## src/core/mss_consts.svh

```systemverilog
`ifndef MSS_CONSTS_SVH
`define MSS_CONSTS_SVH
`define MSS_A_CTRL     8'h00
`define MSS_A_PACE     8'h04
`define MSS_A_LENGTH   8'h08
`define MSS_A_LISTLEN  8'h0C
`define MSS_A_STATUS   8'h10
`define MSS_A_PREVIEW  8'h14
`define MSS_A_CONSUME  8'h18
`define MSS_A_IRQ_ST   8'h1C
`define MSS_A_IRQ_CLR  8'h20
`define MSS_A_IRQ_EN   8'h24
`define MSS_A_LIST     8'h40
`define MSS_CTRL_START 0
`define MSS_CTRL_STOP  1
`define MSS_CTRL_MODE  3:2
`define MSS_CTRL_TERM  5:4
`define MSS_IRQ_SAMPLE 0
`define MSS_IRQ_DONE   1
`define MSS_IRQ_OVF    2
`define MSS_PACE_RST   16'h0001
`define MSS_LEN_RST    24'h000400
`endif

```

## src/core/mss_pkg.sv

```systemverilog
package mss_pkg;
    typedef enum logic [2:0] {
        MSS_IDLE = 3'b001,
        MSS_WAIT = 3'b010,
        MSS_CONV = 3'b100
    } mss_state_t;
    typedef enum logic [1:0] {
        MSS_CONTINUOUS = 2'h0,
        MSS_FINITE     = 2'h1,
        MSS_SINGLE     = 2'h2,
        MSS_RECORD     = 2'h3
    } mss_mode_t;
    typedef enum logic [1:0] {
        MSS_PAIRED_INPUT   = 2'h0,
        MSS_GROUNDED_SE    = 2'h1,
        MSS_SENSE_REF_SE   = 2'h2
    } mss_term_t;
endpackage : mss_pkg

```

## src/core/mss_sequencer.sv

```systemverilog
`timescale 1ns/1ns
`default_nettype none
`include "mss_consts.svh"
module mss_sequencer
    import mss_pkg::*;
#(
    parameter int NCH = 16,
    parameter int CW  = 5,
    parameter int DW  = 16,
    parameter int LW  = 24
) (
    input  wire logic          pclk,
    input  wire logic          presetn,
    input  wire logic          ce,
    input  wire logic          psel,
    input  wire logic          penable,
    input  wire logic          pwrite,
    input  wire logic [7:0]    paddr,
    input  wire logic [31:0]   pwdata,
    output logic      [31:0]   prdata,
    output logic               pready,
    output logic               pslverr,
    output logic               conv_start,
    output logic      [CW-1:0] conv_channel,
    output logic      [1:0]    conv_terminal,
    input  wire logic          conv_done,
    input  wire logic [DW-1:0] conv_data,
    output logic               smp_valid,
    output logic      [DW-1:0] smp_data,
    output logic      [CW-1:0] smp_channel,
    output logic      [LW-1:0] smp_index,
    output logic               irq
);
    localparam int IW = $clog2(NCH);

    mss_state_t        state_q, state_d;
    logic [1:0]        mode_q, mode_d, term_q, term_d;
    logic [15:0]       pace_q, pace_d, tmr_q, tmr_d;
    logic [LW-1:0]     len_q, len_d, total_q, total_d, wptr_q, wptr_d;
    logic [LW:0]       fill_q, fill_d;
    logic [IW:0]       llen_q, llen_d;
    logic [IW-1:0]     idx_q, idx_d;
    logic [CW-1:0]     list_q [NCH];
    logic [CW-1:0]     list_d [NCH];
    logic              stop_q, stop_d, ovf_q, ovf_d;
    logic [2:0]        ist_q, ist_d, ien_q, ien_d;
    logic [DW+CW-1:0]  prev_q, prev_d;
    logic [31:0]       prdata_q, prdata_d;
    logic              pready_q, pready_d, pslverr_q, pslverr_d;
    logic              cs_q, cs_d, sv_q, sv_d, irq_q, irq_d;
    logic [CW-1:0]     cch_q, cch_d, sch_q, sch_d;
    logic [DW-1:0]     sd_q, sd_d;
    logic [LW-1:0]     si_q, si_d;

    logic wr, rd, start_w, stop_w, clr_ovf, got, last_fin, full, hit, in_list;
    logic [2:0]     ev;
    logic [CW-1:0]  next_ch;
    logic [IW-1:0]  nidx;

    // paired inputs use half the channel numbers
    function automatic logic [CW-1:0] ch_map(input logic [CW-1:0] c, input logic [1:0] t);
        logic [CW-1:0] r;
        r = c;
        if (t == MSS_PAIRED_INPUT)
            r[CW-1] = 1'b0;
        return r;
    endfunction : ch_map

    assign prdata        = prdata_q;
    assign pready        = pready_q;
    assign pslverr       = pslverr_q;
    assign conv_start    = cs_q;
    assign conv_channel  = cch_q;
    assign conv_terminal = term_q;
    assign smp_valid     = sv_q;
    assign smp_data      = sd_q;
    assign smp_channel   = sch_q;
    assign smp_index     = si_q;
    assign irq           = irq_q;

    always_comb begin
        wr       = psel & penable & pready_q & pwrite;
        rd       = psel & penable & ~pready_q & ~pwrite;
        start_w  = wr && paddr == `MSS_A_CTRL && pwdata[`MSS_CTRL_START];
        stop_w   = wr && paddr == `MSS_A_CTRL && pwdata[`MSS_CTRL_STOP];
        clr_ovf  = wr && paddr == `MSS_A_IRQ_CLR && pwdata[`MSS_IRQ_OVF];
        got      = state_q == MSS_CONV && conv_done;
        last_fin = mode_q == MSS_FINITE && total_q + 1'b1 >= len_q;
        // capture length bounds unread data in streaming modes
        full     = (mode_q == MSS_CONTINUOUS || mode_q == MSS_RECORD) && fill_q >= {1'b0, len_q};
        hit      = got & ~full;
        in_list  = paddr >= `MSS_A_LIST && 32'(paddr) < 32'(`MSS_A_LIST) + 4 * NCH;
        nidx     = (32'(idx_q) + 1 >= 32'(llen_q)) ? '0 : IW'(idx_q + 1'b1);
        next_ch  = ch_map(list_q[nidx], term_q);
        ev       = '0;
        // defaults hold state
        state_d = state_q;
        mode_d  = mode_q;
        term_d  = term_q;
        pace_d  = pace_q;
        tmr_d   = tmr_q;
        len_d   = len_q;
        total_d = total_q;
        wptr_d  = wptr_q;
        fill_d  = fill_q;
        llen_d  = llen_q;
        idx_d   = idx_q;
        list_d  = list_q;
        stop_d  = stop_q;
        ovf_d   = ovf_q;
        ien_d   = ien_q;
        prev_d  = prev_q;
        cs_d    = 1'b0;
        cch_d   = cch_q;
        sv_d    = 1'b0;
        sch_d   = sch_q;
        sd_d    = sd_q;
        si_d    = si_q;
        pready_d  = psel & penable & ~pready_q;
        pslverr_d = 1'b0;
        prdata_d  = prdata_q;

        // configuration only while idle, IRQ enables excepted; other fields have no effect mid-run
        if (wr && state_q == MSS_IDLE) begin
            unique case (paddr)
                `MSS_A_CTRL: begin
                    mode_d = pwdata[`MSS_CTRL_MODE];
                    term_d = pwdata[`MSS_CTRL_TERM];
                end
                `MSS_A_PACE:    pace_d = pwdata[15:0];
                `MSS_A_LENGTH:  len_d  = pwdata[LW-1:0];
                `MSS_A_LISTLEN: llen_d = (pwdata[IW:0] == '0) ? (IW+1)'(1) :
                                         (32'(pwdata[IW:0]) > NCH) ? (IW+1)'(NCH) : pwdata[IW:0];
                default: if (in_list) list_d[IW'((paddr - `MSS_A_LIST) >> 2)] = pwdata[CW-1:0];
            endcase
        end
        if (wr && paddr == `MSS_A_IRQ_EN)
            ien_d = pwdata[2:0];
        if (psel & penable & pready_d) begin
            pslverr_d = !(paddr[1:0] == 2'h0 && (paddr <= `MSS_A_IRQ_EN || in_list));
        end
        if (rd) begin
            unique case (paddr)
                `MSS_A_CTRL:    prdata_d = {26'h0, term_q, mode_q, 2'h0};
                `MSS_A_PACE:    prdata_d = {16'h0, pace_q};
                `MSS_A_LENGTH:  prdata_d = 32'(len_q);
                `MSS_A_LISTLEN: prdata_d = 32'(llen_q);
                `MSS_A_STATUS:  prdata_d = {fill_q[LW-1:0], 5'h0, stop_q, ovf_q,
                                            state_q != MSS_IDLE};
                // preview of the newest sample while streaming
                `MSS_A_PREVIEW: prdata_d = 32'(prev_q);
                `MSS_A_CONSUME: prdata_d = 32'(total_q);
                `MSS_A_IRQ_ST:  prdata_d = {29'h0, ist_q};
                `MSS_A_IRQ_EN:  prdata_d = {29'h0, ien_q};
                default: prdata_d = in_list ? 32'(list_q[IW'((paddr - `MSS_A_LIST) >> 2)]) : 32'h0;
            endcase
        end

        // host frees buffer room; a sample in the same cycle still counts
        if (wr && paddr == `MSS_A_CONSUME)
            fill_d = (fill_q > {1'b0, pwdata[LW-1:0]}) ? fill_q - {1'b0, pwdata[LW-1:0]} : '0;
        if (hit && (mode_q == MSS_CONTINUOUS || mode_q == MSS_RECORD))
            fill_d = fill_d + 1'b1;

        unique case (state_q)
            MSS_IDLE: begin
                // start acts as software trigger; refused while overflow stands
                if (start_w && !ovf_q) begin
                    state_d = MSS_CONV;
                    cs_d    = 1'b1;
                    cch_d   = ch_map(list_q[0], term_d);
                    idx_d   = '0;
                    total_d = '0;
                    wptr_d  = '0;
                    fill_d  = '0;
                    stop_d  = 1'b0;
                end
            end
            MSS_WAIT: begin
                // nothing in flight, stop is immediate
                if (stop_w) begin
                    state_d = MSS_IDLE;
                    ev[`MSS_IRQ_DONE] = 1'b1;
                end else if (tmr_q == '0) begin
                    // next conversion only after the last has finished
                    state_d = MSS_CONV;
                    cs_d    = 1'b1;
                    cch_d   = ch_map(list_q[idx_q], term_q);
                end else
                    tmr_d = tmr_q - 1'b1;
            end
            MSS_CONV: begin
                if (stop_w)
                    stop_d = 1'b1;
                if (got) begin
                    if (full) begin
                        // reader fell behind: flag and drop the sample
                        ovf_d   = 1'b1;
                        state_d = MSS_IDLE;
                        ev[`MSS_IRQ_OVF] = 1'b1;
                    end else begin
                        // result tagged with the channel it converted, after the paired map
                        sv_d    = 1'b1;
                        sd_d    = conv_data;
                        sch_d   = cch_q;
                        si_d = (mode_q == MSS_FINITE || mode_q == MSS_SINGLE) ? total_q : wptr_q;
                        prev_d  = {cch_q, conv_data};
                        total_d = total_q + 1'b1;
                        // circular write index wraps at capture length
                        wptr_d  = (wptr_q + 1'b1 >= len_q) ? '0 : wptr_q + 1'b1;
                        idx_d   = nidx;
                        ev[`MSS_IRQ_SAMPLE] = 1'b1;
                        // finite ends at exact count; single gives one
                        if (last_fin || mode_q == MSS_SINGLE || stop_q || stop_w) begin
                            state_d = MSS_IDLE;
                            ev[`MSS_IRQ_DONE] = 1'b1;
                        end else if (pace_q <= 16'h0001) begin
                            // conversion pace sets cycles from done to the next start
                            state_d = MSS_CONV;
                            cs_d    = 1'b1;
                            cch_d   = next_ch;
                        end else begin
                            state_d = MSS_WAIT;
                            tmr_d   = pace_q - 16'h0002;
                        end
                    end
                end
            end
        endcase
        // overflow sticks until cleared; a new overflow beats the clear
        if (clr_ovf && !ev[`MSS_IRQ_OVF])
            ovf_d = 1'b0;
        ist_d = (ist_q & ~((wr && paddr == `MSS_A_IRQ_CLR) ? pwdata[2:0] : 3'h0)) | ev;
        irq_d = |(ist_d & ien_d);
    end

    always_ff @(posedge pclk or negedge presetn) begin
        if (!presetn) begin
            state_q   <= MSS_IDLE;
            mode_q    <= MSS_CONTINUOUS;
            term_q    <= MSS_GROUNDED_SE;
            pace_q    <= `MSS_PACE_RST;
            tmr_q     <= '0;
            len_q     <= `MSS_LEN_RST;
            total_q   <= '0;
            wptr_q    <= '0;
            fill_q    <= '0;
            llen_q    <= (IW+1)'(1);
            idx_q     <= '0;
            list_q    <= '{default: '0};
            stop_q    <= 1'b0;
            ovf_q     <= 1'b0;
            ist_q     <= '0;
            ien_q     <= '0;
            prev_q    <= '0;
            prdata_q  <= '0;
            pready_q  <= 1'b0;
            pslverr_q <= 1'b0;
            cs_q      <= 1'b0;
            cch_q     <= '0;
            sv_q      <= 1'b0;
            sch_q     <= '0;
            sd_q      <= '0;
            si_q      <= '0;
            irq_q     <= 1'b0;
        end else if (ce) begin
            state_q   <= state_d;
            mode_q    <= mode_d;
            term_q    <= term_d;
            pace_q    <= pace_d;
            tmr_q     <= tmr_d;
            len_q     <= len_d;
            total_q   <= total_d;
            wptr_q    <= wptr_d;
            fill_q    <= fill_d;
            llen_q    <= llen_d;
            idx_q     <= idx_d;
            list_q    <= list_d;
            stop_q    <= stop_d;
            ovf_q     <= ovf_d;
            ist_q     <= ist_d;
            ien_q     <= ien_d;
            prev_q    <= prev_d;
            prdata_q  <= prdata_d;
            pready_q  <= pready_d;
            pslverr_q <= pslverr_d;
            cs_q      <= cs_d;
            cch_q     <= cch_d;
            sv_q      <= sv_d;
            sch_q     <= sch_d;
            sd_q      <= sd_d;
            si_q      <= si_d;
            irq_q     <= irq_d;
        end
    end
endmodule : mss_sequencer
`default_nettype wire

```

## config.mk

```make
export PLATFORM = sky130hd
export DESIGN_NAME = mss_sequencer
export DESIGN_NICKNAME = d
export VERILOG_FILES = /design/src/core/mss_pkg.sv /design/src/core/mss_sequencer.sv
export VERILOG_INCLUDE_DIRS = /design/src /design/src/core
export SDC_FILE = /design/constraint.sdc
export NUM_CORES = 1
export LEC_CHECK = 0
export BUFFER_PORTS_ARGS = -buffer_cell sky130_fd_sc_hd__buf_2
export CAP_MARGIN = 40
export CORE_MARGIN = 2
export CORE_UTILIZATION = 30
export DETAILED_ROUTE_END_ITERATION = 7
export GPL_TIMING_DRIVEN = 1
export PLACE_DENSITY = 0.42
export SLEW_MARGIN = 40
export SYNTH_ARGS = -nofsm -noshare
export SYNTH_HDL_FRONTEND = slang
export SYNTH_SLANG_ARGS = --single-unit
```

## constraint.sdc

```tcl
create_clock -name pclk -period 5.4 [get_ports pclk]
set_clock_uncertainty 0.05 [all_clocks]
set_input_delay 1.62 -clock pclk [delete_from_list [all_inputs] [get_ports pclk]]
set_output_delay 1.62 -clock pclk [all_outputs]
set_load 0.03 [all_outputs]
```

# Word-level counts from Yosys, hierarchy flattened
# Cells that the tools add are included.
word_totals:
  regBits: 341
  inputBits: 63
  wordCells: 255
op_classes:
  n_addsub: 9
  magnitude_cmp: 14
  n_eq_ne: 27
  n_mux: 92
  bitwise: 18
  reduce_logical: 53
ops:
  columns: ["op", "count"]
  rows:
  - ["$pmux W32 S9", 1]
  - ["$mux W24", 7]
  - ["$mux W25", 5]
  - ["$mux W16", 6]
  - ["$pmux W24 S2", 2]
  - ["$mux W5", 17]
  - ["$bwmux W80", 1]
  - ["$bmux W5 S4", 3]
  - ["$add A24 B1 Y24 const B", 2]
  - ["$ge A24 B24 Y1", 2]
  - ["$eq A8 B5 Y1 const B", 4]
  - ["$pmux W16 S2", 1]
  - ["$mux W3", 10]
  - ["$add A25 B1 Y25 const B", 1]
  - ["$ge A25 B24 Y1", 1]
  - ["$gt A25 B24 Y1", 1]
  - ["$mux W1", 25]
  - ["$sub A25 B24 Y25", 1]
  - ["$demux W5 S4", 1]
  - ["$reduce_and A4 Y1", 5]
  - ["$logic_and A1 B1 Y1", 17]
  - ["$eq A8 B4 Y1 const B", 2]
  - ["$eq A8 B6 Y1 const B", 2]
  - ["$le A16 B1 Y1 const B", 1]
  - ["48 further kinds", 95]

# Longest topological paths before layout
logic_depth:
  depth_word: 14
  mapped_depth: 22
  ltp_nobuf: 19

# Worst setup path before layout
# No wires, ideal clock.
synth_path:
  kind: "input-to-reg"
  start: "in pwdata[4]"
  end: "reg fill_q[10]"
  setup_ns: 0.121
  arrival_time_ns: 5.037
  required_ns: 5.229
  slack_ns: 0.192
  path_stages: 18
  n_path_buf: 3
  cell_sequence: "clkbuf_1 > inv_1 > clkbuf_1 > ha_1 > nand4_1 > nor3_1 > a31oi_4 > and2b_4 > a31o_2 > buf_4 > a22o_1 > ha_1 > nand3_1 > o21ai_1 > and2_1 > and2_1 > mux2i_1 > a22o_1"
synth_between:
  elab_chain_len: 7
  word_cells_on_any_way: 8
synth_rtl:
  columns: ["item", "line_no", "text"]
  rows:
  - ["from (decl)", "mss_sequencer.sv:19", "input wire logic [31:0] pwdata,"]
  - ["$sub A25 B24 Y25 / $gt A25 B24 Y1 (equally long branches)", "mss_sequencer.sv:161", "fill_d = (fill_q > {1'b0, pwdata[LW-1:0]}) ? fill_q - {1'b0, pwdata[LW-1:0]} : '0;"]
  - ["$mux W25 (*)", "mss_sequencer.sv:161", null]
  - ["$mux W25 (*)", "mss_sequencer.sv:160", "if (wr && paddr == `MSS_A_CONSUME)"]
  - ["$add A25 B1 Y25", "mss_sequencer.sv:163", "fill_d = fill_d + 1'b1;"]
  - ["$mux W25 (*)", "mss_sequencer.sv:162", "if (hit && (mode_q == MSS_CONTINUOUS || mode_q == MSS_RECORD))"]
  - ["$mux W25", "mss_sequencer.sv:168", "if (start_w && !ovf_q) begin"]
  - ["$mux W25 (*)", "mss_sequencer.sv:165", "unique case (state_q)"]
  - ["to (signal assigned)", "mss_sequencer.sv:275", "fill_q <= fill_d;"]
  - ["to (decl)", "mss_sequencer.sv:40", "logic [LW:0] fill_q, fill_d;"]
# Every way passes the cells marked *; elsewhere a longest branch is shown, timed or not.
# A chain may end at the register's enable or synchronous reset.

# Final worst setup path
layout_path:
  start: "reg total_q[0]"
  end: "reg cch_q[1] (netlist: conv_channel[1])"
layout_between:
  elab_chain_len: 8
layout_rtl:
  columns: ["item", "line_no", "text"]
  rows:
  - ["from (decl)", "mss_sequencer.sv:39", "logic [LW-1:0] len_q, len_d, total_q, total_d, wptr_q, wptr_d;"]
  - ["from (signal assigned)", "mss_sequencer.sv:273", "total_q <= total_d;"]
  - ["$add A24 B1 Y24", "mss_sequencer.sv:88", "last_fin = mode_q == MSS_FINITE && total_q + 1'b1 >= len_q;"]
  - ["$ge A24 B24 Y1", "mss_sequencer.sv:88", null]
  - ["$logic_and A1 B1 Y1", "mss_sequencer.sv:88", null]
  - ["$logic_or A1 B1 Y1 (3 in a row)", "mss_sequencer.sv:214", "if (last_fin || mode_q == MSS_SINGLE || stop_q || stop_w) begin"]
  - ["$ne A2 B2 Y1 (no source line)", null, null]
  - ["$reduce_and A8 Y1 (no source line)", null, null]
  - ["to (signal assigned)", "mss_sequencer.sv:288", "cch_q <= cch_d;"]
  - ["to (decl)", "mss_sequencer.sv:51", "logic [CW-1:0] cch_q, cch_d, sch_q, sch_d;"]
# No other way between the ends.

==> results_dict.tcl <==
set metrics [dict create \
    max-slew-margin-rel 0.4562 \
    drc 0 \
    synth_edf_count 0 \
    syn_inst 2272 \
    drt-total-wl_mm 79.68 \
    tightest_slew_ns 0.8156 \
    p_int_mw 5.279 \
    crit_path_end_kind "register" \
    rsz0062_at_grt "false" \
    filler_cell_count 7268 \
    combPwrFrac 0.313 \
    cts_tree "done" \
    power_frac_clock 0.336 \
    min_path_type "reg2reg" \
    area_growth_pct 17.05 \
    fp.dieArea_mm2 0.07285 \
    stdcell_count 3396 \
    met2_usage 0.3355 \
    ys.flop_type "dfrtp_1" \
    clock_latency_ns 0.59 \
    num_vias 18710 \
    seq_power_share 0.351 \
    min_period_ns 4.992 \
    worst-setup-path-type "reg2reg" \
    numCtsBuffers 42 \
    p_switching_mw 3.362 \
    drive_gt1_frac 0.1971 \
    crit_family "simple AND/OR/NAND/NOR gates" \
    met3_usage 0.03334 \
    core_mm2 0.07003 \
    drtIter0Drc 1779 \
    finalCritPeriodShare 0.9244 \
    fmax_ghz 0.2003 \
    placed_cells 3320 \
    place_congestion 0.8644 \
    syn_area_mm2 0.02121 \
    drt.antenna.violating_nets 0 \
    drv_slew 0 \
    h-tree-depth 2 \
    grt_use_total 0.2175 \
    max_stage_delay_ns 0.56 \
    dp_hpwl_mm 60.43 \
    antenna_found_initial 3 \
    start_util 0.3029 \
    path_clk_slew_ns 0.06 \
    diodes 0 \
    die_w_um 269.9 \
    synth_seq_area_share 0.3778 \
    path_buf_inv 2 \
    portBuffers 143 \
    yosysWarnings 0 \
    status "finished clean" \
    nets 2598 \
    power.total_mw 8.641 \
    wl_per_cell_um 23.46 \
    fin_setup_tns_ns 0 \
    grt.busiest_layer "met2" \
    max_cap_viol_count 0 \
    drtPass1Iterations 6 \
    met1_usage 0.3079 \
    swShare 0.3891 \
    grt_pass1_vias 18720 \
    crit_slowest_cell "dfrtp_1" \
    io_pins 152 \
    ys_ff_latch 320 \
    root_buffer "clkbuf_16" \
    setup_viol 0 \
    cts_sinks 320 \
    synth.distinct_cells 96 \
    path_cells "ha_1, nand3_1, nor4_2, and3_1, and3_1, and3_1, and3_1, nand3_1, xnor2_1, ha_1, nand3_1, nor3_1, o311ai_0, buf_4, nand3_1, o21ai_1, nand2_1, buf_4, mux2_2" \
    fp-row-count 97 \
    dieHeight_um 269.9 \
    grt_max_degree 83 \
    crit_path_max_fanout 8 \
    overflow 0 \
    vdd.ir_drop.worst_mv 0.1936 \
    cp_data_arrival_time_ns 5.39 \
    crit_required_ns 5.80 \
    syn_nets 2445 \
    synth_area_per_cell_um2 9.336 \
    p_leak_nw 11.43 \
    async_flop_share 1.000 \
    grt_pass1_wl_mm 121.1 \
    cts_buffer_depth 3 \
    vias_per_cell 5.509 \
    power_density_mw_per_mm2 348.1 \
    cts_hold_buf 0 \
    startpoint_type "register" \
    finalHoldViolations 0 \
]
layout make-up:
type | instances | area (um2) | area share
Clock inverter | 16 | 217.7 | 0.008769
Clock buffer | 59 | 1185 | 0.04772
Inverter | 84 | 315.3 | 0.01270
Multi-Input combinational cell | 1735 | 12400 | 0.4994
Sequential cell | 320 | 8014 | 0.3228
Tap cell | 940 | 1176 | 0.04737
Timing Repair Buffer | 242 | 1521 | 0.06128
metrics by stage:
step,hold WS (ns),cell area [um2],worst slack [ns],utilization
after floorplan,0.4040,21210,0.1920,-
after global placement,0.4116,23350,0.1585,0.3334
after detailed placement,0.4104,23400,0.1087,0.3341
after CTS,0.4229,24800,0.3093,0.3542
after global routing,0.4264,24830,0.08468,0.3545
final,0.4185,24830,0.4082,0.3545
synth_stat cells, drive strengths merged, types with 41 or more instances:
cell | number | share of area
xor2 | 41 | 0.017
mux2 | 60 | 0.032
ha | 109 | 0.064
a21oi | 127 | 0.030
xnor2 | 43 | 0.018
o21ai | 192 | 0.046
a22o | 48 | 0.020
mux4 | 50 | 0.053
nand2 | 330 | 0.059
nand3 | 75 | 0.018
dfrtp | 315 | 0.37
a21o | 53 | 0.019
inv | 84 | 0.015
clkbuf | 98 | 0.017
nor2 | 125 | 0.022
mux2i | 44 | 0.021
sequential cells by signal (all words and copies together) (netlist names), 4 cells and up:
| register | count |
|---|---|
| list_q | 80 |
| prdata | 32 |
| fill_q | 25 |
| len_q | 24 |
| smp_index | 24 |
| total_q | 24 |
| wptr_q | 24 |
| prev_q | 21 |
| pace_q | 16 |
| tmr_q | 16 |
| conv_channel | 5 |
| llen_q | 5 |
| idx_q | 4 |
timing repair:
action,4_1_cts,5_1_grt
endpoints found under the setup margin,0,9
setup buffers,0,0
gates resized for setup,0,2
cell usage in the layout, fill, tap and decap left out, drive strengths merged, types with 11 or more instances in the layout:
cell | netlist | layout
ha | 109 | 109
a221oi | 16 | 16
a211oi | 19 | 19
buf | 35 | 242
a21o | 53 | 53
inv | 84 | 85
nand2 | 330 | 330
mux4 | 50 | 50
xnor2 | 43 | 43
and3 | 37 | 37
a21oi | 127 | 127
dfrtp | 315 | 315
a31oi | 19 | 19
clkbuf | 98 | 59
o22ai | 11 | 11
nor3 | 36 | 36
mux2i | 44 | 44
xor2 | 41 | 41
nor4 | 14 | 14
o211ai | 11 | 11
nand4 | 18 | 18
mux2 | 60 | 60
o21ai | 192 | 192
or3 | 14 | 14
a222oi | 25 | 25
nand2b | 14 | 14
nor3b | 16 | 16
and2 | 16 | 16
nand3 | 75 | 75
nor2 | 125 | 125
o31ai | 16 | 16
a22oi | 25 | 25
a22o | 48 | 48
layer usage:
layer | routed length, um | part of all wire
met4 | 2680 | 0.034
met1 | 37530 | 0.47
met5 | 51 | 0.00064
met3 | 4148 | 0.052
met2 | 35270 | 0.44
final timing paths:
check | from | to | slack [ns] | cells past startpoint
max in group asynchronous | presetn | list_q[67]$_DFFE_PN0P_ | 3.24 | 3
worst max register to register | total_q[0]$_DFFE_PN0P_ | conv_channel[1]$_DFFE_PN0P_ | 0.41 | 19
min in group asynchronous | presetn | prev_q[3]$_DFFE_PN0P_ | 0.87 | 1
worst max-delay path | total_q[0]$_DFFE_PN0P_ | conv_channel[1]$_DFFE_PN0P_ | 0.41 | 19
worst min-delay path | prdata[12]$_DFFE_PN0P_ | prdata[12]$_DFFE_PN0P_ | 0.42 | 1
worst min register to register | prdata[12]$_DFFE_PN0P_ | prdata[12]$_DFFE_PN0P_ | 0.42 | 1
cells by family after synthesis:
kind of cell,after synthesis,synth area share
AO/OA/AOI/OAI,646,0.2060
AND/OR/NAND/NOR,741,0.1690
adder cells (fa/ha/maj),110,0.06524
flip-flops,320,0.3778
XOR/XNOR,84,0.03468
multiplexers,154,0.1057
buffers and inverters,217,0.04153
power by group through the flow:
stage                     sequential [mW]  clock, mW  combinational [mW]
final                                3.03       2.90                2.71
after floorplan                      3.25          0                1.43
after CTS                            3.03       2.98                2.69
after detailed placement             3.07          0                2.68
after global placement               3.06          0                2.67
after global routing                 3.06       3.08                2.95
No activity file was read; power rests on OpenSTA's default activity.
